===== config.mk =====
export PLATFORM = sky130hd
export DESIGN_NAME = fcl_top
export DESIGN_NICKNAME = d
export VERILOG_FILES = /design/src/design/fcl_pkg.sv /design/src/design/fcl_exec_if.sv /design/src/design/fcl_cmd_array.sv /design/src/design/fcl_cmd_exec.sv /design/src/design/fcl_top.sv
export SDC_FILE = /design/constraint.sdc
export NUM_CORES = 1
export LEC_CHECK = 0
export BUFFER_PORTS_ARGS = -buffer_cell sky130_fd_sc_hd__buf_2
export CORE_MARGIN = 2
export CORE_UTILIZATION = 60
export CTS_CLUSTER_SIZE = 25
export DETAILED_ROUTE_END_ITERATION = 12
export GPL_TIMING_DRIVEN = 0
export PLACE_DENSITY = 0.76
export SETUP_SLACK_MARGIN = 0.3
export SLEW_MARGIN = 20
export SYNTH_ARGS = -nofsm -noshare
export SYNTH_HDL_FRONTEND = slang
export SYNTH_SLANG_ARGS = --single-unit

===== constraint.sdc =====
create_clock -name pclk -period 7.2 [get_ports pclk]
set_input_delay 1.44 -clock pclk [delete_from_list [all_inputs] [get_ports pclk]]
set_output_delay 1.44 -clock pclk [all_outputs]
set_load 0.01 [all_outputs]

===== src/design/fcl_pkg.sv =====
// Shared constants and types for the flash command launch control block.
package fcl_pkg;

   ////////////////////////////////////////////////////////////////////////////
   // Bus and register map.
   localparam int ADDR_W = 8;
   localparam logic [7:0] OFS_DIV = 8'h00;
   localparam logic [7:0] OFS_IDX = 8'h08;
   localparam logic [7:0] OFS_STAT = 8'h0C;
   localparam logic [7:0] OFS_CCOB = 8'h10;
   localparam logic [7:0] OFS_VER = 8'h14;
   localparam logic [7:0] OFS_IRQ_STAT = 8'h18;
   localparam logic [7:0] OFS_IRQ_MASK = 8'h1C;
   localparam logic [7:0] OFS_PROT = 8'h20;

   ////////////////////////////////////////////////////////////////////////////
   // Field positions and widths.
   localparam int DIV_W = 7;
   localparam int DIV_LOADED_BIT = 7;
   localparam int STAT_COMMAND_COMPLETE_FLAG_BIT = 7;
   localparam int STAT_ACCESS_ERROR_FLAG_BIT = 5;
   localparam int STAT_PVIOL_BIT = 4;
   localparam int STAT_MODE_BIT = 0;
   localparam int IDX_W = 3;
   localparam int SLOT_N = 6;
   localparam int WORD_W = 16;
   localparam int RESULT_SLOT = 2;
   localparam int CMD_MSB = 15;
   localparam int CMD_LSB = 8;
   localparam int ADDR_HI_W = 2;
   localparam int GADDR_W = 18;
   localparam int PROT_EN_BIT = 7;
   localparam int PROT_SIZE_W = 4;
   localparam int IRQ_W = 2;
   localparam int IRQ_DONE_BIT = 0;
   localparam int IRQ_ACCESS_ERROR_FLAG_BIT = 1;
   localparam int VER_W = 4;

   ////////////////////////////////////////////////////////////////////////////
   // Reset values.
   localparam logic [DIV_W-1:0] DIV_RST = 7'h00;
   localparam logic [7:0] PROT_RST = 8'h00;
   localparam logic [IRQ_W-1:0] IRQ_MASK_RST = 2'h0;
   localparam logic [IDX_W-1:0] IDX_RST = 3'h0;

   ////////////////////////////////////////////////////////////////////////////
   // Information row version word and protected window.
   localparam logic [GADDR_W-1:0] INFO_ROW_VERSION_ADDR = 18'h0_40B6;
   localparam logic [VER_W-1:0] VER_NONE_LO = 4'h0;
   localparam logic [VER_W-1:0] VER_NONE_HI = 4'hF;
   localparam logic [GADDR_W-1:0] PROT_BASE = 18'h0_4400;
   localparam int PROT_GRANULE_SHIFT = 8;

   ////////////////////////////////////////////////////////////////////////////
   // Command codes and their run lengths in timebase ticks.
   localparam logic [7:0] CMD_ERASE_VERIFY_ALL = 8'h01;
   localparam logic [7:0] CMD_PROGRAM = 8'h02;
   localparam logic [7:0] CMD_ERASE_ALL = 8'h03;
   localparam logic [WORD_W-1:0] VERIFY_TICKS = 16'h0010;
   localparam logic [WORD_W-1:0] PROGRAM_TICKS = 16'h0020;
   localparam logic [WORD_W-1:0] ERASE_TICKS = 16'h0040;

   ////////////////////////////////////////////////////////////////////////////
   // Clock figures.
   localparam int PCLK_HZ = 40_000_000;
   localparam int TIMEBASE_TARGET_HZ = 1_000_000;
   localparam int DIV_RECOMMENDED = PCLK_HZ / TIMEBASE_TARGET_HZ - 1;

   typedef enum logic [2:0] {
      FCL_IDLE = 3'b001,
      FCL_RUN = 3'b010,
      FCL_DONE = 3'b100
   } fcl_exec_state_type;

endpackage


===== src/design/fcl_exec_if.sv =====
// Interface carrying launch requests and results between controller and executor.
`timescale 1ns/1ps
`default_nettype none
interface fcl_exec_if;
   import fcl_pkg::*;
   logic launch;
   logic [7:0] cmd_code;
   logic [GADDR_W-1:0] cmd_addr;
   logic div_loaded;
   logic special_mode;
   logic [7:0] prot;
   logic [DIV_W-1:0] divider_value_field;
   logic done;
   logic acc_err;
   logic prot_viol;
   logic result_we;
   logic [WORD_W-1:0] result;
   modport ctrl (output launch, cmd_code, cmd_addr, div_loaded, special_mode, prot, divider_value_field,
                 input done, acc_err, prot_viol, result_we, result);
   modport exec (input launch, cmd_code, cmd_addr, div_loaded, special_mode, prot, divider_value_field,
                 output done, acc_err, prot_viol, result_we, result);
endinterface
`default_nettype wire


===== src/design/fcl_cmd_array.sv =====
// Indexed command object storage with result write-back.
`timescale 1ns/1ps
`default_nettype none
module fcl_cmd_array
   import fcl_pkg::*;
#(
   parameter int SLOTS = SLOT_N
) (
   input wire logic pclk,
   input wire logic presetn,
   input wire logic wr_en,
   input wire logic [IDX_W-1:0] wr_idx,
   input wire logic [WORD_W-1:0] wr_data,
   input wire logic [IDX_W-1:0] rd_idx,
   output logic [WORD_W-1:0] rd_data,
   input wire logic res_we,
   input wire logic [WORD_W-1:0] res_data,
   output logic [WORD_W-1:0] slot0,
   output logic [WORD_W-1:0] slot1
);
   logic [WORD_W-1:0] mem_q [SLOTS];

   // Indices at or above SLOTS match no entry, so writes there fall away.
   for (genvar i = 0; i < SLOTS; i++) begin : g_slot
      always_ff @(posedge pclk or negedge presetn) begin
         if (!presetn) begin
            mem_q[i] <= '0;
         end else if (res_we && i == RESULT_SLOT) begin
            mem_q[i] <= res_data;
         end else if (wr_en && wr_idx == IDX_W'(i)) begin
            mem_q[i] <= wr_data;
         end
      end
   end

   always_comb begin
      rd_data = '0;
      if (int'(rd_idx) < SLOTS) begin
         rd_data = mem_q[rd_idx];
      end
   end

   assign slot0 = mem_q[0];
   assign slot1 = mem_q[1];
endmodule
`default_nettype wire


===== src/design/fcl_cmd_exec.sv =====
// Command executor: validates a launched command and times it on the flash timebase.
`timescale 1ns/1ps
`default_nettype none
module fcl_cmd_exec
   import fcl_pkg::*;
(
   input wire logic pclk,
   input wire logic presetn,
   fcl_exec_if.exec bus
);
   fcl_exec_state_type state_q;
   logic [DIV_W-1:0] pre_q;
   logic [WORD_W-1:0] left_q;
   logic [WORD_W-1:0] used_q;
   logic [7:0] code_q;
   logic [GADDR_W-1:0] addr_q;
   logic is_pe;
   logic legal;
   logic in_prot;
   logic [GADDR_W-1:0] prot_end;
   logic tick;

   always_comb begin
      is_pe = (bus.cmd_code == CMD_PROGRAM) || (bus.cmd_code == CMD_ERASE_ALL);
      // Erase-verify-all is legal in every mode; full erase only in special mode.
      legal = (bus.cmd_code == CMD_ERASE_VERIFY_ALL)
         || (bus.cmd_code == CMD_PROGRAM)
         || (bus.cmd_code == CMD_ERASE_ALL && bus.special_mode);
      prot_end = PROT_BASE + (GADDR_W'({1'b0, bus.prot[PROT_SIZE_W-1:0]} + 5'h01)
         << PROT_GRANULE_SHIFT);
      in_prot = bus.prot[PROT_EN_BIT] && bus.cmd_code == CMD_PROGRAM
         && bus.cmd_addr >= PROT_BASE && bus.cmd_addr < prot_end;
      tick = (pre_q == bus.divider_value_field);
   end

   always_ff @(posedge pclk or negedge presetn) begin
      if (!presetn) begin
         state_q <= FCL_IDLE;
         left_q <= '0;
         used_q <= '0;
         code_q <= '0;
         addr_q <= '0;
      end else begin
         case (state_q)
            FCL_IDLE: begin
               if (bus.launch && legal && !(is_pe && !bus.div_loaded) && !in_prot) begin
                  code_q <= bus.cmd_code;
                  addr_q <= bus.cmd_addr;
                  used_q <= '0;
                  left_q <= (bus.cmd_code == CMD_PROGRAM) ? PROGRAM_TICKS
                     : (bus.cmd_code == CMD_ERASE_ALL) ? ERASE_TICKS : VERIFY_TICKS;
                  state_q <= FCL_RUN;
               end
            end
            FCL_RUN: begin
               if (tick) begin
                  used_q <= used_q + 16'h0001;
                  left_q <= left_q - 16'h0001;
                  if (left_q == 16'h0001) begin
                     state_q <= FCL_DONE;
                  end
               end
            end
            FCL_DONE: state_q <= FCL_IDLE;
            default: state_q <= FCL_IDLE;
         endcase
      end
   end

   // The prescaler runs only while a command is timed, so each run starts aligned.
   always_ff @(posedge pclk or negedge presetn) begin
      if (!presetn) begin
         pre_q <= '0;
      end else if (state_q != FCL_RUN || tick) begin
         pre_q <= '0;
      end else begin
         pre_q <= pre_q + 7'h01;
      end
   end

   always_ff @(posedge pclk or negedge presetn) begin
      if (!presetn) begin
         bus.done <= 1'b0;
         bus.acc_err <= 1'b0;
         bus.prot_viol <= 1'b0;
         bus.result_we <= 1'b0;
         bus.result <= '0;
      end else begin
         bus.done <= 1'b0;
         bus.acc_err <= 1'b0;
         bus.prot_viol <= 1'b0;
         bus.result_we <= 1'b0;
         if (state_q == FCL_IDLE && bus.launch) begin
            if (!legal || (is_pe && !bus.div_loaded)) begin
               bus.acc_err <= 1'b1;
               bus.done <= 1'b1;
            end else if (in_prot) begin
               bus.prot_viol <= 1'b1;
               bus.done <= 1'b1;
            end
         end else if (state_q == FCL_DONE) begin
            bus.done <= 1'b1;
            bus.result_we <= 1'b1;
            bus.result <= used_q ^ {code_q, 8'h00} ^ {8'h00, addr_q[7:0]} ^ used_q ^ used_q;
         end
      end
   end
endmodule
`default_nettype wire


===== src/design/fcl_top.sv =====
// Flash command launch control: APB registers, launch flag, interrupts.
`timescale 1ns/1ps
`default_nettype none
module fcl_top
   import fcl_pkg::*;
#(
   // Version number; the value is arbitrary.
   parameter logic [VER_W-1:0] VERSION_NUMBER = 4'h5
) (
   input wire logic pclk,
   input wire logic presetn,
   input wire logic psel,
   input wire logic penable,
   input wire logic pwrite,
   input wire logic [ADDR_W-1:0] paddr,
   input wire logic [31:0] pwdata,
   output logic [31:0] prdata,
   output logic pready,
   output logic pslverr,
   input wire logic special_mode_select,
   output logic irq
);

   ////////////////////////////////////////////////////////////////////////////
   // Declarations.
   fcl_exec_if xif ();
   logic mode_meta_q;
   logic mode_q;
   logic pready_q;
   logic pslverr_q;
   logic [31:0] prdata_q;
   logic [31:0] rd_mux;
   logic mapped;
   logic access;
   logic wr_acc;
   logic rd_acc;
   logic [DIV_W-1:0] divider_value_field_q;
   logic div_loaded_q;
   logic [IDX_W-1:0] idx_q;
   logic command_complete_flag_q;
   logic access_error_flag_q;
   logic pviol_q;
   logic launch_q;
   logic [7:0] prot_q;
   logic [IRQ_W-1:0] irq_stat_q;
   logic [IRQ_W-1:0] irq_mask_q;
   logic irq_q;
   logic [WORD_W-1:0] slot_rd;
   logic [WORD_W-1:0] slot0;
   logic [WORD_W-1:0] slot1;
   logic ccob_wr;
   logic launch_req;
   logic [WORD_W-1:0] version_word;

   ////////////////////////////////////////////////////////////////////////////
   // Mode pin crosses in through two flops.
   always_ff @(posedge pclk or negedge presetn) begin
      if (!presetn) begin
         mode_meta_q <= 1'b0;
         mode_q <= 1'b0;
      end else begin
         mode_meta_q <= special_mode_select;
         mode_q <= mode_meta_q;
      end
   end

   ////////////////////////////////////////////////////////////////////////////
   // APB slave: one wait state so that read data comes from a flop.
   always_comb begin
      mapped = (paddr == OFS_DIV) || (paddr == OFS_IDX) || (paddr == OFS_STAT)
         || (paddr == OFS_CCOB) || (paddr == OFS_VER) || (paddr == OFS_IRQ_STAT)
         || (paddr == OFS_IRQ_MASK) || (paddr == OFS_PROT);
      access = psel && penable && pready_q;
      wr_acc = access && pwrite && mapped;
      rd_acc = access && !pwrite && mapped;
   end

   always_ff @(posedge pclk or negedge presetn) begin
      if (!presetn) begin
         pready_q <= 1'b0;
         pslverr_q <= 1'b0;
      end else begin
         pready_q <= psel && penable && !pready_q;
         pslverr_q <= psel && penable && !pready_q && !mapped;
      end
   end

   always_ff @(posedge pclk or negedge presetn) begin
      if (!presetn) begin
         prdata_q <= '0;
      end else if (psel && penable && !pready_q && !pwrite) begin
         prdata_q <= rd_mux;
      end
   end

   always_comb begin
      version_word = {12'h000, VERSION_NUMBER};
      rd_mux = '0;
      case (paddr)
         OFS_DIV: rd_mux = {24'h00_0000, div_loaded_q, divider_value_field_q};
         OFS_IDX: rd_mux = {29'h0000_0000, idx_q};
         OFS_STAT: begin
            rd_mux[STAT_COMMAND_COMPLETE_FLAG_BIT] = command_complete_flag_q;
            rd_mux[STAT_ACCESS_ERROR_FLAG_BIT] = access_error_flag_q;
            rd_mux[STAT_PVIOL_BIT] = pviol_q;
            rd_mux[STAT_MODE_BIT] = mode_q;
         end
         OFS_CCOB: rd_mux = {16'h0000, slot_rd};
         OFS_VER: rd_mux = {16'h0000, version_word};
         OFS_IRQ_STAT: rd_mux = {30'h0000_0000, irq_stat_q};
         OFS_IRQ_MASK: rd_mux = {30'h0000_0000, irq_mask_q};
         OFS_PROT: rd_mux = {24'h00_0000, prot_q};
         default: rd_mux = '0;
      endcase
   end

   ////////////////////////////////////////////////////////////////////////////
   // Timebase divider. In normal mode it is frozen while a command runs;
   // special mode lets test software retune it at any time.
   always_ff @(posedge pclk or negedge presetn) begin
      if (!presetn) begin
         divider_value_field_q <= DIV_RST;
         div_loaded_q <= 1'b0;
      end else if (wr_acc && paddr == OFS_DIV && (command_complete_flag_q || mode_q)) begin
         divider_value_field_q <= pwdata[DIV_W-1:0];
         div_loaded_q <= 1'b1;
      end
   end

   // Data flash protection: written only while no command runs; then special mode writes freely,
   // normal mode only while protection is still off, so it cannot be loosened in the field.
   always_ff @(posedge pclk or negedge presetn) begin
      if (!presetn) begin
         prot_q <= PROT_RST;
      end else if (wr_acc && paddr == OFS_PROT && command_complete_flag_q && (mode_q || !prot_q[PROT_EN_BIT])) begin
         prot_q <= pwdata[7:0];
      end
   end

   always_ff @(posedge pclk or negedge presetn) begin
      if (!presetn) begin
         idx_q <= IDX_RST;
      end else if (wr_acc && paddr == OFS_IDX) begin
         idx_q <= pwdata[IDX_W-1:0];
      end
   end

   ////////////////////////////////////////////////////////////////////////////
   // Command launch and status flags.
   always_comb begin
      ccob_wr = wr_acc && paddr == OFS_CCOB && command_complete_flag_q;
      // A launch is refused while an error flag is still standing.
      launch_req = wr_acc && paddr == OFS_STAT && pwdata[STAT_COMMAND_COMPLETE_FLAG_BIT] && command_complete_flag_q
         && !access_error_flag_q && !pviol_q;
   end

   always_ff @(posedge pclk or negedge presetn) begin
      if (!presetn) begin
         command_complete_flag_q <= 1'b1;
         launch_q <= 1'b0;
      end else begin
         launch_q <= launch_req;
         if (xif.done) begin
            command_complete_flag_q <= 1'b1;
         end else if (launch_req) begin
            command_complete_flag_q <= 1'b0;
         end
      end
   end

   // Hardware sets win over a software write-one-to-clear in the same cycle.
   always_ff @(posedge pclk or negedge presetn) begin
      if (!presetn) begin
         access_error_flag_q <= 1'b0;
         pviol_q <= 1'b0;
      end else begin
         if (xif.acc_err) begin
            access_error_flag_q <= 1'b1;
         end else if (wr_acc && paddr == OFS_STAT && pwdata[STAT_ACCESS_ERROR_FLAG_BIT]) begin
            access_error_flag_q <= 1'b0;
         end
         if (xif.prot_viol) begin
            pviol_q <= 1'b1;
         end else if (wr_acc && paddr == OFS_STAT && pwdata[STAT_PVIOL_BIT]) begin
            pviol_q <= 1'b0;
         end
      end
   end

   ////////////////////////////////////////////////////////////////////////////
   // Interrupts: only bits that the read actually returned are cleared, so an
   // event landing between capture and clear stays pending.
   always_ff @(posedge pclk or negedge presetn) begin
      if (!presetn) begin
         irq_stat_q <= '0;
      end else begin
         for (int b = 0; b < IRQ_W; b++) begin
            if ((b == IRQ_DONE_BIT && xif.done) || (b == IRQ_ACCESS_ERROR_FLAG_BIT && xif.acc_err)) begin
               irq_stat_q[b] <= 1'b1;
            end else if (rd_acc && paddr == OFS_IRQ_STAT && prdata_q[b]) begin
               irq_stat_q[b] <= 1'b0;
            end
         end
      end
   end

   always_ff @(posedge pclk or negedge presetn) begin
      if (!presetn) begin
         irq_mask_q <= IRQ_MASK_RST;
      end else if (wr_acc && paddr == OFS_IRQ_MASK) begin
         irq_mask_q <= pwdata[IRQ_W-1:0];
      end
   end

   always_ff @(posedge pclk or negedge presetn) begin
      if (!presetn) begin
         irq_q <= 1'b0;
      end else begin
         irq_q <= |(irq_stat_q & irq_mask_q);
      end
   end

   ////////////////////////////////////////////////////////////////////////////
   // Command object array and executor.
   fcl_cmd_array #(
      .SLOTS(SLOT_N)
   ) u_array (
      .pclk(pclk),
      .presetn(presetn),
      .wr_en(ccob_wr),
      .wr_idx(idx_q),
      .wr_data(pwdata[WORD_W-1:0]),
      .rd_idx(idx_q),
      .rd_data(slot_rd),
      .res_we(xif.result_we),
      .res_data(xif.result),
      .slot0(slot0),
      .slot1(slot1)
   );

   assign xif.launch = launch_q;
   assign xif.cmd_code = slot0[CMD_MSB:CMD_LSB];
   assign xif.cmd_addr = {slot0[ADDR_HI_W-1:0], slot1};
   assign xif.div_loaded = div_loaded_q;
   assign xif.special_mode = mode_q;
   assign xif.prot = prot_q;
   assign xif.divider_value_field = divider_value_field_q;

   fcl_cmd_exec u_exec (
      .pclk(pclk),
      .presetn(presetn),
      .bus(xif.exec)
   );

   assign prdata = prdata_q;
   assign pready = pready_q;
   assign pslverr = pslverr_q;
   assign irq = irq_q;
endmodule
`default_nettype wire


Word level (Yosys, flattened, before mapping):

Index checks and enable logic that the tools add are counted.

* register bits: 238
* latch bits: 0
* RAM bits: 0
* ROM bits: 0
* input bits: 46
* output and inout port bits: 35
* logic and storage cells: 199
* memories: 0

* add/subtract/negate cells: 5
* $mul: 0
* div/mod/pow operators: 0
* order comparisons: 4
* eq/ne operators: 24
* shift operators: 0
* mux-type cells: 44
* bitwise logic cells: 7
* reduce and logical (&&, ||, !) cells: 81

Operator list (count)
* 16-bit two-way mux: 10
* 16-bit one-hot mux with 2 select lines: 2
* 16-bit binary-select mux with 3-bit select: 1
* 16-bit bitwise XOR: 3
* 1-bit logical AND: 43
* 8-bit by 5-bit == test with 1-bit output (second input constant): 4
* 3-bit one-hot mux with 7 select lines: 1
* 1-bit two-way mux: 19
* 15-bit by 18-bit adder with 18-bit output (first input constant): 1
* 18-bit by 15-bit greater-or-equal comparator with 1-bit output (second input constant): 1
* 18-bit < comparator: 1
* 16-bit by 1-bit adder with 16-bit output (second input constant): 1
* 16-bit by 1-bit == test with 1-bit output (second input constant): 1
* 8-bit by 2-bit == test with 1-bit output (second input constant): 2
* 8-bit by 4-bit == test with 1-bit output (second input constant): 2
* 16-bit by 1-bit subtractor with 16-bit output (second input constant): 1
* 16-bit by 8-bit bitwise XOR with 16-bit output: 1
* 1-bit logical OR: 14
* 7-bit two-way mux: 2
* 2-bit nonzero test: 7
* 1-bit logical NOT: 10
* 3-bit by 2-bit == test with 1-bit output (second input constant): 3
* 3-bit == test (second input constant): 3
* 3-bit two-way mux: 3
* 24 further kinds: 29

Longest topological paths before layout:

Gate-level depths: netlist of run 1.

* depth in word-level cells: 16
* depth in mapped cells: 12
* depth with buffers taken out: 10

Hierarchy:

Synthesis of run 1 repeated with hierarchy kept, for this count alone.

* cell total of the unflattened synthesis: 978
* area, all modules: 11140.7 µm²

By module, submodules not included
* fcl_cmd_array: times used 1, cells an instance 355, area an instance 4785.8 µm², seq. area each 2402.3 µm²
* fcl_cmd_exec: times used 1, cells an instance 411, area an instance 3988.8 µm², seq. area each 1953.1 µm²
* fcl_top: times used 1, cells an instance 212, area an instance 2366.0 µm², seq. area each 1202.4 µm²

Least setup slack after synthesis of run 1:

OpenSTA, ideal clock, no wires.

* kind: input to register
* start point: input paddr[1]
* end point: register u_array.mem_q[21] (netlist bit)
* setup time: 125 ps
* arrival: 3180 ps
* required time: 7075 ps
* setup slack: 3895 ps
* stages on the path: 6
* buffers on the path: 1
* path through: nor4_4 > o2111ai_2 > nor2_1 > nor4b_4 > buf_6 > mux2_2

* word-level cells in the longest chain between the ends: 12
* elaborated cells between the ends (all ways): 19
* those cells by class: eq/ne: 7; reduce/logical: 12

Ends and longest elaborated chain
* from (decl): line fcl_top.sv:15 `input wire logic [ADDR_W-1:0] paddr,`
* 8-bit by 4-bit == test with 1-bit output / 8-bit logical NOT (equally long branches): line fcl_top.sv:70 `mapped = (paddr == OFS_DIV) || (paddr == OFS_IDX) || (paddr == OFS_STAT)`
* 1-bit logical OR (2 in series): line fcl_top.sv:70
* 1-bit logical OR (3 in series): line fcl_top.sv:71 `|| (paddr == OFS_CCOB) || (paddr == OFS_VER) || (paddr == OFS_IRQ_STAT)`
* 1-bit logical OR (2 in series): line fcl_top.sv:72 `|| (paddr == OFS_IRQ_MASK) || (paddr == OFS_PROT);`
* 1-bit logical AND: line fcl_top.sv:74 `wr_acc = access && pwrite && mapped;`
* 1-bit logical AND (*) (2 in series): line fcl_top.sv:151 `ccob_wr = wr_acc && paddr == OFS_CCOB && command_complete_flag_q;`
* 1-bit logical AND (*): line fcl_cmd_array.sv:30 `end else if (wr_en && wr_idx == IDX_W'(i)) begin`
* to (signal, indexed assignment): line fcl_cmd_array.sv:29 `mem_q[i] <= res_data;`
* to (signal, indexed assignment): line fcl_cmd_array.sv:31 `mem_q[i] <= wr_data;`
* to (decl): line fcl_cmd_array.sv:21 `logic [WORD_W-1:0] mem_q [SLOTS];`

Mark *: on every way between the ends. The rest lies on a longest branch, timed or not.
A chain may end at the register's enable or synchronous reset.

Worst setup path after layout of run 1:

* start point: register prot_q[0]
* end point: register u_exec.used_q[13]

* word-level cells in the longest chain between the ends: 8

Ends and longest elaborated chain
* from (decl): line fcl_top.sv:44 `logic [7:0] prot_q;`
* from (signal assigned): line fcl_top.sv:136 `prot_q <= pwdata[7:0];`
* 4-bit by 1-bit adder with 5-bit output: line fcl_cmd_exec.sv:29 `prot_end = PROT_BASE + (GADDR_W'({1'b0, bus.prot[PROT_SIZE_W-1:0]} + 5'h01)`
* 15-bit by 18-bit adder with 18-bit output: line fcl_cmd_exec.sv:29
* 18-bit < comparator: line fcl_cmd_exec.sv:32 `&& bus.cmd_addr >= PROT_BASE && bus.cmd_addr < prot_end;`
* 1-bit logical AND: line fcl_cmd_exec.sv:32
* 1-bit logical NOT: line fcl_cmd_exec.sv:46 `if (bus.launch && legal && !(is_pe && !bus.div_loaded) && !in_prot) begin`
* 1-bit logical AND: line fcl_cmd_exec.sv:46
* 2-bit by 1-bit != test with 1-bit output (no source line)
* 3-bit AND reduction (no source line)
* to (signal assigned): line fcl_cmd_exec.sv:57 `used_q <= used_q + 16'h0001;`
* to (decl): line fcl_cmd_exec.sv:14 `logic [WORD_W-1:0] used_q;`

Every way passes these cells.

==> results.tsv, run 1 <==
stage	metric	value	unit
run_status	run_status	finished, final reports clean	
final_layout	drive_above_1_share	24.9	%
grt	grt_max_degree	90	
clock_tree	cts_tree	yes	
synth	synth_seq_cells	222	
die	fp.coreArea	0.0174	sq mm
timing	fin_setup_tns	0	ns
route	routed_wl	25600	um
hold_path	worstHoldStart	mode_meta_q	
critical_path	r2r-start	prot_q[0]	
timing	clock_skew	0.00716	ns
grt	grt_pass1_vias	7584	
critical_path	r2r_slack	3.79	ns
final_layout	layout_common_cells	dfrtp_1 (220), mux2_2 (110), nand2_1 (65), nor2_1 (62), buf_2 (57)	
job	maxCapViolCount	0	
route	ant_nets	0	
grt	overflow	0	
critical_path	worstPathArrival	3.83	ns
die	dieWidth	138	um
route	num_vias	7623	
clock_tree	clock_latency	0.51	ns
critical_path	rr_worst_depth	12	
timing	max_freq	293	MHz
placement	dp_hpwl	17700	um
grt	use_met2	46.0	%
clock_tree	clockRootBuffer	clkbuf_16	
timing	setup_viol_count_final	0	
synth	async_flop_share	100	%
timing	rsz0062_at_grt	false	
clock_tree	cts_buffer_depth	3	
pwr	swShare	25.0	%
clock_tree	cts-resized-gates	0	
synth	yosys-top-cells-area	dfrtp_1 (51%), mux2_2 (12%), mux2i_1 (3.4%)	
die	pin_count	81	
die	initial_core_util	61.7	%
clock_tree	cts_made_buffers	24	
final_layout	nets	1058	
synth	synth-edff-count	0	
clock_tree	cts_hold_buf	0	
final_layout	n_antenna_cell	0	
critical_path	critPathMaxFanout	10	
synth	netlist-cell-type-count	68	
synth	ys.flop_type	dfrtp_1	
final_layout	area_delta_synth_final	13.1	%
pwr	intPower	2130	uW
timing	maxSlewHeadroom	28.2	%
critical_path	r2r_end	u_exec.used_q[13]	
placement	pre_cts_ws	3.38	ns
grt	grt_antenna_before_repair	0	
clock_tree	clock-sinks	222	
final_layout	fin_area	0.0121	sq mm
critical_path	cp_slowest_stage_delay	0.56	ns
critical_path	worst_setup_path_end_kind	flip-flop	
placement	numPortBuffers	46	
grt	grt_pass1_wl	41300	um
synth	yosysSeqAreaShare	51.9	%
route	via_per_inst	6.14	
critical_path	critical_path.cell_chain	ha_1, xor2_1, ha_1, xor2_1, ha_1, a211oi_1, o2111ai_1, nor4_4, nor2_4, buf_2, buf_2, a21oi_1	
synth	synth_top_area_share	51.4	%
hold_path	hold_depth	0	
critical_path	worst_setup_path_start_kind	flip-flop	
timing	tightest_slew	1.07	ns
timing	period_minus_slack	3.41	ns
synth	synth_largest_area_cell	dfrtp_1	
clock_tree	clkTransAtPathRegs	0.06	ns
pwr	power-per-cell-area	235	mW/mm^2
pwr	power.leakage	0.00552	uW
pwr	pwr-share-clk	42.6	%
pwr	power_frac_comb	9.1	%
route	drc	0	
timing	finalHoldViolCount	0	
placement	dpl_cell_area	0.0113	sq mm
critical_path	path_class	flip-flop to flip-flop	
grt	met1_usage	40.5	%
synth	synthCells	912	
pwr	totalPowerFinal	2840	uW
hold_path	hp-class	flip-flop to flip-flop	
route	drt_first_pass_iters	5	
timing	finalCritPeriodShare	47.3	%
timing	finalHoldWorstSlack	0.363	ns
die	rows	48	
grt	use_met3	3.72	%
timing	drv_slew	0	
critical_path	worst_path_most_repeated_cell	ha_1	
final_layout	mostFrequentLayoutCell	dfrtp_1	
clock_tree	post-cts-setup-buffers	0	
clock_tree	htreeDepth	1	
synth	avgSynthCellArea	11.7	sq um
grt	grt_usage	28.4	%
route	drt_iter0_drc	567	
synth	syn_area	0.0107	sq mm
hold_path	hold_end	mode_q	
critical_path	required	7.63	ns
die	die-area	0.0189	sq mm
pwr	peakVddDrop	217	uV
pwr	switchingPower	710	uW
critical_path	slowest_stage	nor4_4	
placement	gp_congestion	0.887	
timing	setup_ws	3.79	ns
synth	synth_warnings	0	
pwr	power_frac_seq	48.3	%
route	wire_per_inst	20.6	um
die	die_h	138	um
grt	busiest_layer	met2	
-- power by group through the flow --
stage	Clock, uW	Sequential [uW]	Combinational, uW
finish	1210	1370	260
global route	1280	1380	297
CTS	1220	1370	261
detailed placement	0	1390	260
global placement	0	1390	248
floorplan	0	1380	165
-- worst max-delay path by stage --
stage / start / endpoint / slack (ns) / cells after the start
floorplan: paddr[1] / u_array.mem_q[21] / 3.89 / 6
global placement: presetn / u_array.mem_q[13] / 0.89 / 1
detailed placement: paddr[1] / u_array.mem_q[28] / 3.38 / 7
CTS: prot_q[0] / u_exec.used_q[13] / 3.81 / 12
global route: prot_q[0] / u_exec.used_q[10] / 3.61 / 12
finish: prot_q[0] / u_exec.used_q[13] / 3.79 / 12
-- cell usage after synthesis (3+ instances only) --
master and n:
nor2b_1 7, nand2_1 65, nand4_1 10, o21a_1 3, nand4b_1 3, nor4_1 17
mux2i_1 36, a22o_1 13, and3_1 4, buf_4 17, a21o_1 5, nand3_1 18
a21oi_1 37, mux2_2 110, dfrtp_1 220, nor3_1 9, nand2b_1 4, xnor2_1 39
buf_1 5, a31oi_1 4, mux4_2 16, a211oi_1 3, buf_2 12, inv_1 13
xor2_1 4, nor4_4 3, o31ai_1 9, nor2_1 62, or3_1 14, o21ai_0 46
nor3b_1 3, or4_1 14, ha_1 11, clkbuf_1 27, a221oi_1 6
-- cell type report --
type | count | area [sq um]
inverters | 14 | 52.6
fillers | 1285 | 5240
repair buffers | 48 | 295
flip-flops and latches | 222 | 5560
multi-input cells | 629 | 4840
well taps | 225 | 282
clock inverters | 4 | 70.1
plain buffers | 62 | 319
clock buffers | 38 | 694
-- routing by layer --
metal / wire [um] / up-vias
met1: 11200 / 3829
met2: 12200 / 264
met4: 754 / 0
met3: 1450 / 57
li1: - / 3473
met5: 0 / -
-- state kept, by name (all words and copies together) (netlist names), 2 cells and up --
signal	cells
divider_value_field_q	7
idx_q	3
irq_mask_q	2
irq_stat_q	2
prdata	16
prot_q	8
u_array.mem_q	64
u_array.slot0	16
u_array.slot1	16
u_exec.addr_q	8
u_exec.bus.result	16
u_exec.code_q	8
u_exec.left_q	16
u_exec.pre_q	7
u_exec.state_q	3
u_exec.used_q	16
-- worst max-delay path: cells and delay by family (launching register included) --
family,cells,cell delay (ns)
AOI/OAI and AO/OA,3,0.71
and+or+nand+nor,2,0.70
adders and majority gates,3,0.65
DFF,1,0.46
buffers and inverters,2,0.45
xor gates and xnor gates,2,0.34
-- logic make-up (layout without fill, tap and decap cells) --
family                     after synthesis  count (layout)  share of synthesized area, %
and+or+nand+nor                        250             250                          12.8
adders and majority gates               11              11                          1.28
xor gates and xnor gates                43              43                          3.52
other                                    2              17                        0.0701
buffers and inverters                   76             166                          3.47
AOI/OAI and AO/OA                      146             146                          8.71
muxes                                  162             162                          18.3
DFF                                    222             222                          51.9
-- through the flow --
| step | std cells | util (%) |
|---|---|---|
| floorplan | 927 | - |
| global placement | 1198 | 65.0 |
| detailed placement | 1200 | 65.4 |
| CTS | 1242 | 69.8 |
| global route | 1242 | 69.8 |
| finish | 1242 | 69.8 |
Power figures use the tool's default switching activity.
==> inputs of run 2 (changes only) <==
==> constraint.sdc (replaced) <==
create_clock -name pclk -period 3.3 [get_ports pclk]
set_input_delay 0.66 -clock pclk [delete_from_list [all_inputs] [get_ports pclk]]
set_output_delay 0.66 -clock pclk [all_outputs]
set_load 0.01 [all_outputs]
==> run 2 against run 1 <==
  * Combinational power up 120%
  * Wire length up 1.7%
  * Fmax rose by 14%
  * Critical endpoint is now u_exec.addr_q[6]
  * Worst hold slack lost 0.32 ns
  * Sequential power grew 120%
  * Power is 120% higher
  * Clock skew is 0.00072 ns higher
  * Largest cell class unchanged
  * First-iteration DRC count is 13% higher
  * Flip-flop and latch count did not move
==> results.tsv, run 2 (same netlist as run 1, synthesis figures left out) <==
stage	metric	value	unit	change
run_status	run_status	finished, final reports clean		
final_layout	n_antenna_cell	0		unchanged
clock_tree	clock-sinks	222		unchanged
die	pin_count	81		unchanged
timing	maxSlewHeadroom	29.3	%	+1.1 points
final_layout	largest-register	u_array.mem_q		
final_layout	mostFrequentLayoutCell	dfrtp_1		
timing	setup_viol_count_final	0		unchanged
timing	tightest_slew	1.06	ns	-0.00825 ns
clock_tree	cts_made_buffers	24		unchanged
placement	gp_congestion	0.887		unchanged
route	num_vias	7716		+1.2%
timing	period_minus_slack	2.99	ns	-0.417 ns
final_layout	drive_above_1_share	27.2	%	+2.3 points
timing	finalCritPeriodShare	90.6	%	+43 points
grt	grt_antenna_before_repair	0		unchanged
timing	clock_skew	0.00789	ns	+0.000724 ns
critical_path	path_class	flip-flop to flip-flop		
route	wire_per_inst	20.8	um	+0.92%
route	ant_nets	0		unchanged
grt	overflow	0		unchanged
hold_path	hp-class	input port to asynchronous set/reset pin		
route	drt_first_pass_iters	5		unchanged
job	maxCapViolCount	0		unchanged
grt	grt_pass1_wl	41500	um	+0.43%
final_layout	layout_common_cells	dfrtp_1 (218), mux2_2 (110), nand2_1 (65), nor2_1 (59), buf_2 (53)		
placement	dpl_cell_area	0.0113	sq mm	unchanged
critical_path	critPathMaxFanout	8		-2
clock_tree	clock_latency	0.51	ns	about the same
die	rows	48		unchanged
timing	fin_setup_tns	0	ns	unchanged
final_layout	area_delta_synth_final	14.9	%	
critical_path	required	3.69	ns	-3.94 ns
die	dieWidth	138	um	unchanged
clock_tree	htreeDepth	1		unchanged
pwr	peakVddDrop	468	uV	+120%
route	drc	0		unchanged
placement	dp_hpwl	17700	um	unchanged
die	die-area	0.0189	sq mm	unchanged
critical_path	worst_setup_path_start_kind	flip-flop		
timing	setup_ws	0.310	ns	-3.48 ns
die	die_h	138	um	unchanged
clock_tree	cts_tree	yes		
critical_path	worstPathArrival	3.38	ns	-0.45 ns
final_layout	largest_register_ffs	64		unchanged
timing	rsz0062_at_grt	true		
clock_tree	cts_hold_buf	0		unchanged
placement	numPortBuffers	46		unchanged
route	drt_iter0_drc	639		+13%
grt	grt_usage	28.6	%	+0.14 points
critical_path	worst_setup_path_end_kind	flip-flop		
timing	max_freq	334	MHz	+14%
die	initial_core_util	61.7	%	unchanged
grt	grt_max_degree	90		unchanged
clock_tree	clockRootBuffer	clkbuf_16		
pwr	power.leakage	0.00557	uW	+0.89%
grt	grt_pass1_vias	7622		+0.50%
final_layout	final_util	70.9	%	+1.1 points
pwr	power-per-cell-area	505	mW/mm^2	+120%
route	routed_wl	26000	um	+1.7%
final_layout	fin_area	0.0123	sq mm	+1.6%
placement	pre_cts_ws	-0.00587	ns	-3.39 ns
clock_tree	cts_buffer_depth	3		unchanged
final_layout	nets	1067		+0.85%
timing	drv_slew	0		unchanged
die	fp.coreArea	0.0174	sq mm	unchanged
timing	finalHoldViolCount	0		unchanged
route	via_per_inst	6.17		+0.49%
clock_tree	clkTransAtPathRegs	0.06	ns	about the same
[run 2: power by group]
part	leakage, uW	internal, uW	switching, uW
clock	0.000372	1590	1060
combinational	0.00215	218	353
sequential	0.00304	2850	149
total	0.00557	4650	1560
[run 2: through the flow]
stage                     hold slack (ns)  total power, uW  instances
after global placement              0.334             3570       1198
after floorplan                     0.331             3370        927
after global routing               0.0668             6460       1251
final                              0.0443             6210       1251
after detailed placement            0.351             3600       1200
after CTS                          0.0518             6230       1243
[run 2: final cells by class]
type / instances / area, sq um
Multi-Input combinational cell: 629 / 4920
Inverter: 14 / 52.6
Clock inverter: 4 / 70.1
Timing Repair Buffer: 57 / 380
Fill cell: 1245 / 5050
Buffer: 62 / 344
Clock buffer: 38 / 694
Tap cell: 225 / 282
Sequential cell: 222 / 5560
[run 2: critical path, stage by stage, from the launching register on]
cell and delay [ns]:
dfrtp_2 0.46, ha_4 0.19, xor2_2 0.15, ha_2 0.32, inv_1 0.04, ha_1 0.30
a21oi_1 0.27, o2111ai_4 0.19, nor4_4 0.37, nor2_4 0.14, buf_8 0.16, mux2_2 0.27
[run 2: per-layer routing]
metal / up-vias / GRT usage (%) / routed length (um)
met5: - / 0 / 0
met4: 0 / 9.28 / 893
met3: 65 / 3.79 / 1600
met2: 279 / 45.7 / 12500
met1: 3872 / 40.7 / 11000
li1: 3500 / - / -
[run 2: timing repair]
item	in CTS	in global routing
gates cloned	0	1
gates resized for setup	9	19
setup buffers	1	7
endpoints found under the setup margin	47	29
pin swaps	3	5
[run 2: final timing paths]
kind | cells after the start | slack (ns) | from | endpoint
setup / recovery | 11 | 0.31 | prot_q[1] | u_exec.addr_q[6]
hold / removal | 1 | 0.04 | presetn | u_exec.left_q[13]
setup reg to reg | 11 | 0.31 | prot_q[1] | u_exec.addr_q[6]
hold reg to reg | 0 | 0.36 | mode_meta_q | mode_q
max in group asynchronous | 3 | 2.09 | presetn | u_array.mem_q[42]
min in group pclk | 1 | 0.27 | special_mode_select | mode_meta_q
==> inputs of run 3 (changes only) <==
--- a/config.mk
+++ b/config.mk
@@ -7,11 +7,11 @@
 export LEC_CHECK = 0
 export BUFFER_PORTS_ARGS = -buffer_cell sky130_fd_sc_hd__buf_2
 export CORE_MARGIN = 2
-export CORE_UTILIZATION = 60
+export CORE_UTILIZATION = 55
 export CTS_CLUSTER_SIZE = 25
 export DETAILED_ROUTE_END_ITERATION = 12
 export GPL_TIMING_DRIVEN = 0
-export PLACE_DENSITY = 0.76
+export PLACE_DENSITY = 0.7
 export SETUP_SLACK_MARGIN = 0.3
 export SLEW_MARGIN = 20
 export SYNTH_ARGS = -nofsm -noshare
==> run 3 against run 2 <==
  * Sequential share of layout area fell by 0.23 points
  * Setup slack better by 0.13 ns
  * First-iteration DRC count is 42% lower
  * Fmax up 4.5%
  * Power is 1.4% higher
  * Critical endpoint is now u_exec.left_q[15]
  * Largest cell class unchanged
==> results.tsv, run 3 (same netlist as run 1, synthesis figures left out) <==
stage	metric	value	unit	change
run_status	run_status	finished, final reports clean		
route	drt_iter0_drc	373		-42%
final_layout	fin_area	0.0124	sq mm	+0.52%
critical_path	required	3.74	ns	+0.05 ns
pwr	power-per-cell-area	509	mW/mm^2	+0.88%
final_layout	final_util	64.2	%	-6.7 points
clock_tree	htreeDepth	1		unchanged
timing	setup_ws	0.439	ns	+0.129 ns
timing	rsz0062_at_grt	true		
grt	grt_antenna_before_repair	0		unchanged
final_layout	mostFrequentLayoutCell	dfrtp_1		
final_layout	layout_common_cells	dfrtp_1 (218), mux2_2 (110), nand2_1 (65), nor2_1 (62), buf_2 (54)		
timing	finalHoldViolCount	0		unchanged
die	rows	51		+6.3%
timing	finalCritPeriodShare	86.7	%	-3.9 points
critical_path	worst_setup_path_end_kind	flip-flop		
critical_path	rr_worst_depth	12		+1
final_layout	largest-register	u_array.mem_q		
placement	pre_cts_ws	-0.0247	ns	-0.0189 ns
die	die_h	144	um	+4.3%
critical_path	slowest_stage	dfrtp_2		
critical_path	critPathBufInv	2		unchanged
die	dieWidth	144	um	+4.3%
route	via_per_inst	5.82		-5.6%
pwr	totalPowerFinal	6300	uW	+1.4%
critical_path	r2r_slack	0.44	ns	+0.13 ns
critical_path	worst_path_most_repeated_cell	ha_1		
route	wire_per_inst	19.6	um	-5.8%
grt	grt_pass1_vias	7350		-3.6%
job	maxCapViolCount	0		unchanged
timing	clock_skew	0.0129	ns	+0.00505 ns
grt	grt_max_degree	89		-1.1%
clock_tree	clock_latency	0.52	ns	about the same
grt	overflow	0		unchanged
timing	setup_viol_count_final	0		unchanged
placement	gp_congestion	0.831		-6.3%
route	drt_first_pass_iters	5		unchanged
critical_path	critPathMaxFanout	10		+2
grt	grt_usage	25.2	%	-3.3 points
clock_tree	cts_made_buffers	24		unchanged
timing	period_minus_slack	2.86	ns	-0.129 ns
clock_tree	cts_tree	yes		
die	pin_count	81		unchanged
die	fp.coreArea	0.0193	sq mm	+11%
timing	drv_slew	0		unchanged
clock_tree	clockRootBuffer	clkbuf_16		
pwr	power.leakage	0.00559	uW	+0.40%
clock_tree	cts_buffer_depth	3		unchanged
final_layout	drive_above_1_share	27.6	%	+0.42 points
critical_path	worstPathArrival	3.30	ns	-0.08 ns
critical_path	path_class	flip-flop to flip-flop		
critical_path	critical_path.cell_chain	ha_4, xor2_2, ha_1, xor2_1, ha_1, a211oi_2, o2111ai_4, nor4_4, nor2_4, buf_6, buf_4, a21oi_1		
final_layout	area_delta_synth_final	15.5	%	
die	die-area	0.0206	sq mm	+8.8%
grt	grt_pass1_wl	40500	um	-2.4%
critical_path	path_delay_family	adder cells		
critical_path	worst_setup_path_start_kind	flip-flop		
timing	max_freq	350	MHz	+4.5%
clock_tree	cts_hold_buf	0		unchanged
placement	numPortBuffers	46		unchanged
critical_path	r2r_end	u_exec.left_q[15]		
placement	dpl_cell_area	0.0114	sq mm	+0.44%
route	routed_wl	25300	um	-2.9%
route	num_vias	7512		-2.6%
clock_tree	clock-sinks	222		unchanged
placement	dp_hpwl	17800	um	+0.24%
hold_path	hp-class	input port to asynchronous set/reset pin		
final_layout	n_antenna_cell	0		unchanged
die	initial_core_util	55.6	%	-6.1 points
timing	tightest_slew	0.910	ns	-0.149 ns
pwr	peakVddDrop	556	uV	+19%
critical_path	r2r-start	prot_q[0]		
timing	maxSlewHeadroom	39.3	%	+10 points
route	drc	0		unchanged
critical_path	cp_slowest_stage_delay	0.46	ns	about the same
route	ant_nets	0		unchanged
clock_tree	clkTransAtPathRegs	0.06	ns	about the same
final_layout	largest_register_ffs	64		unchanged
final_layout	nets	1065		-0.19%
run 3: layout make-up:
type | count | area (sq um)
plain buffers | 62 | 330
fillers | 1523 | 6900
clock inverters | 11 | 121
well taps | 265 | 332
repair buffers | 55 | 348
multi-input cells | 629 | 4930
clock buffers | 32 | 701
flip-flops and latches | 222 | 5560
inverters | 14 | 52.6
run 3: layer usage:
layer  global-route usage, %  share of wire, %  vias up  wire length, um
met3                    3.53               4.7       31             1180
met1                    36.4                46     3817            11500
li1                        -                 -     3475                -
met5                       0                 0        -                0
met2                    40.7                48      189            12100
met4                    6.40               1.9        0              492
run 3: repair_timing:
item / in CTS / in global routing
pin swaps: 4 / 4
hold endpoints to repair: 0 / 0
buffers inserted: 1 / 6
setup endpoints to repair: 47 / 32
cloned: 0 / 0
gates resized for setup: 8 / 11
run 3: report_power, final:
group	internal, uW	total, uW	leakage, uW	switching, uW
clock network	1650	2740	0.000406	1090
registers	2850	2990	0.00304	149
logic	217	567	0.00214	350
total	4710	6300	0.00559	1590
run 3: metrics by stage:
step                setup TNS [ns]  hold slack (ns)  std cells
floorplan                        0            0.331        927
global placement           -500.19            0.334       1238
detailed placement          -0.106            0.336       1240
CTS                              0           0.0917       1284
global route                     0            0.106       1290
finish                           0           0.0749       1290
run 3: worst max-delay path by stage:
stage                   start                 to  slack (ns)  cells after the start
finish              prot_q[0]  u_exec.left_q[15]        0.44                     12
CTS                 prot_q[0]   u_exec.addr_q[5]        0.30                     11
global route        prot_q[0]   u_exec.used_q[8]        0.28                     12
global placement      presetn  u_exec.left_q[11]       -2.29                      1
detailed placement  prot_q[0]  u_exec.used_q[10]       -0.02                     12
floorplan           prot_q[0]   u_exec.addr_q[5]        0.53                     11
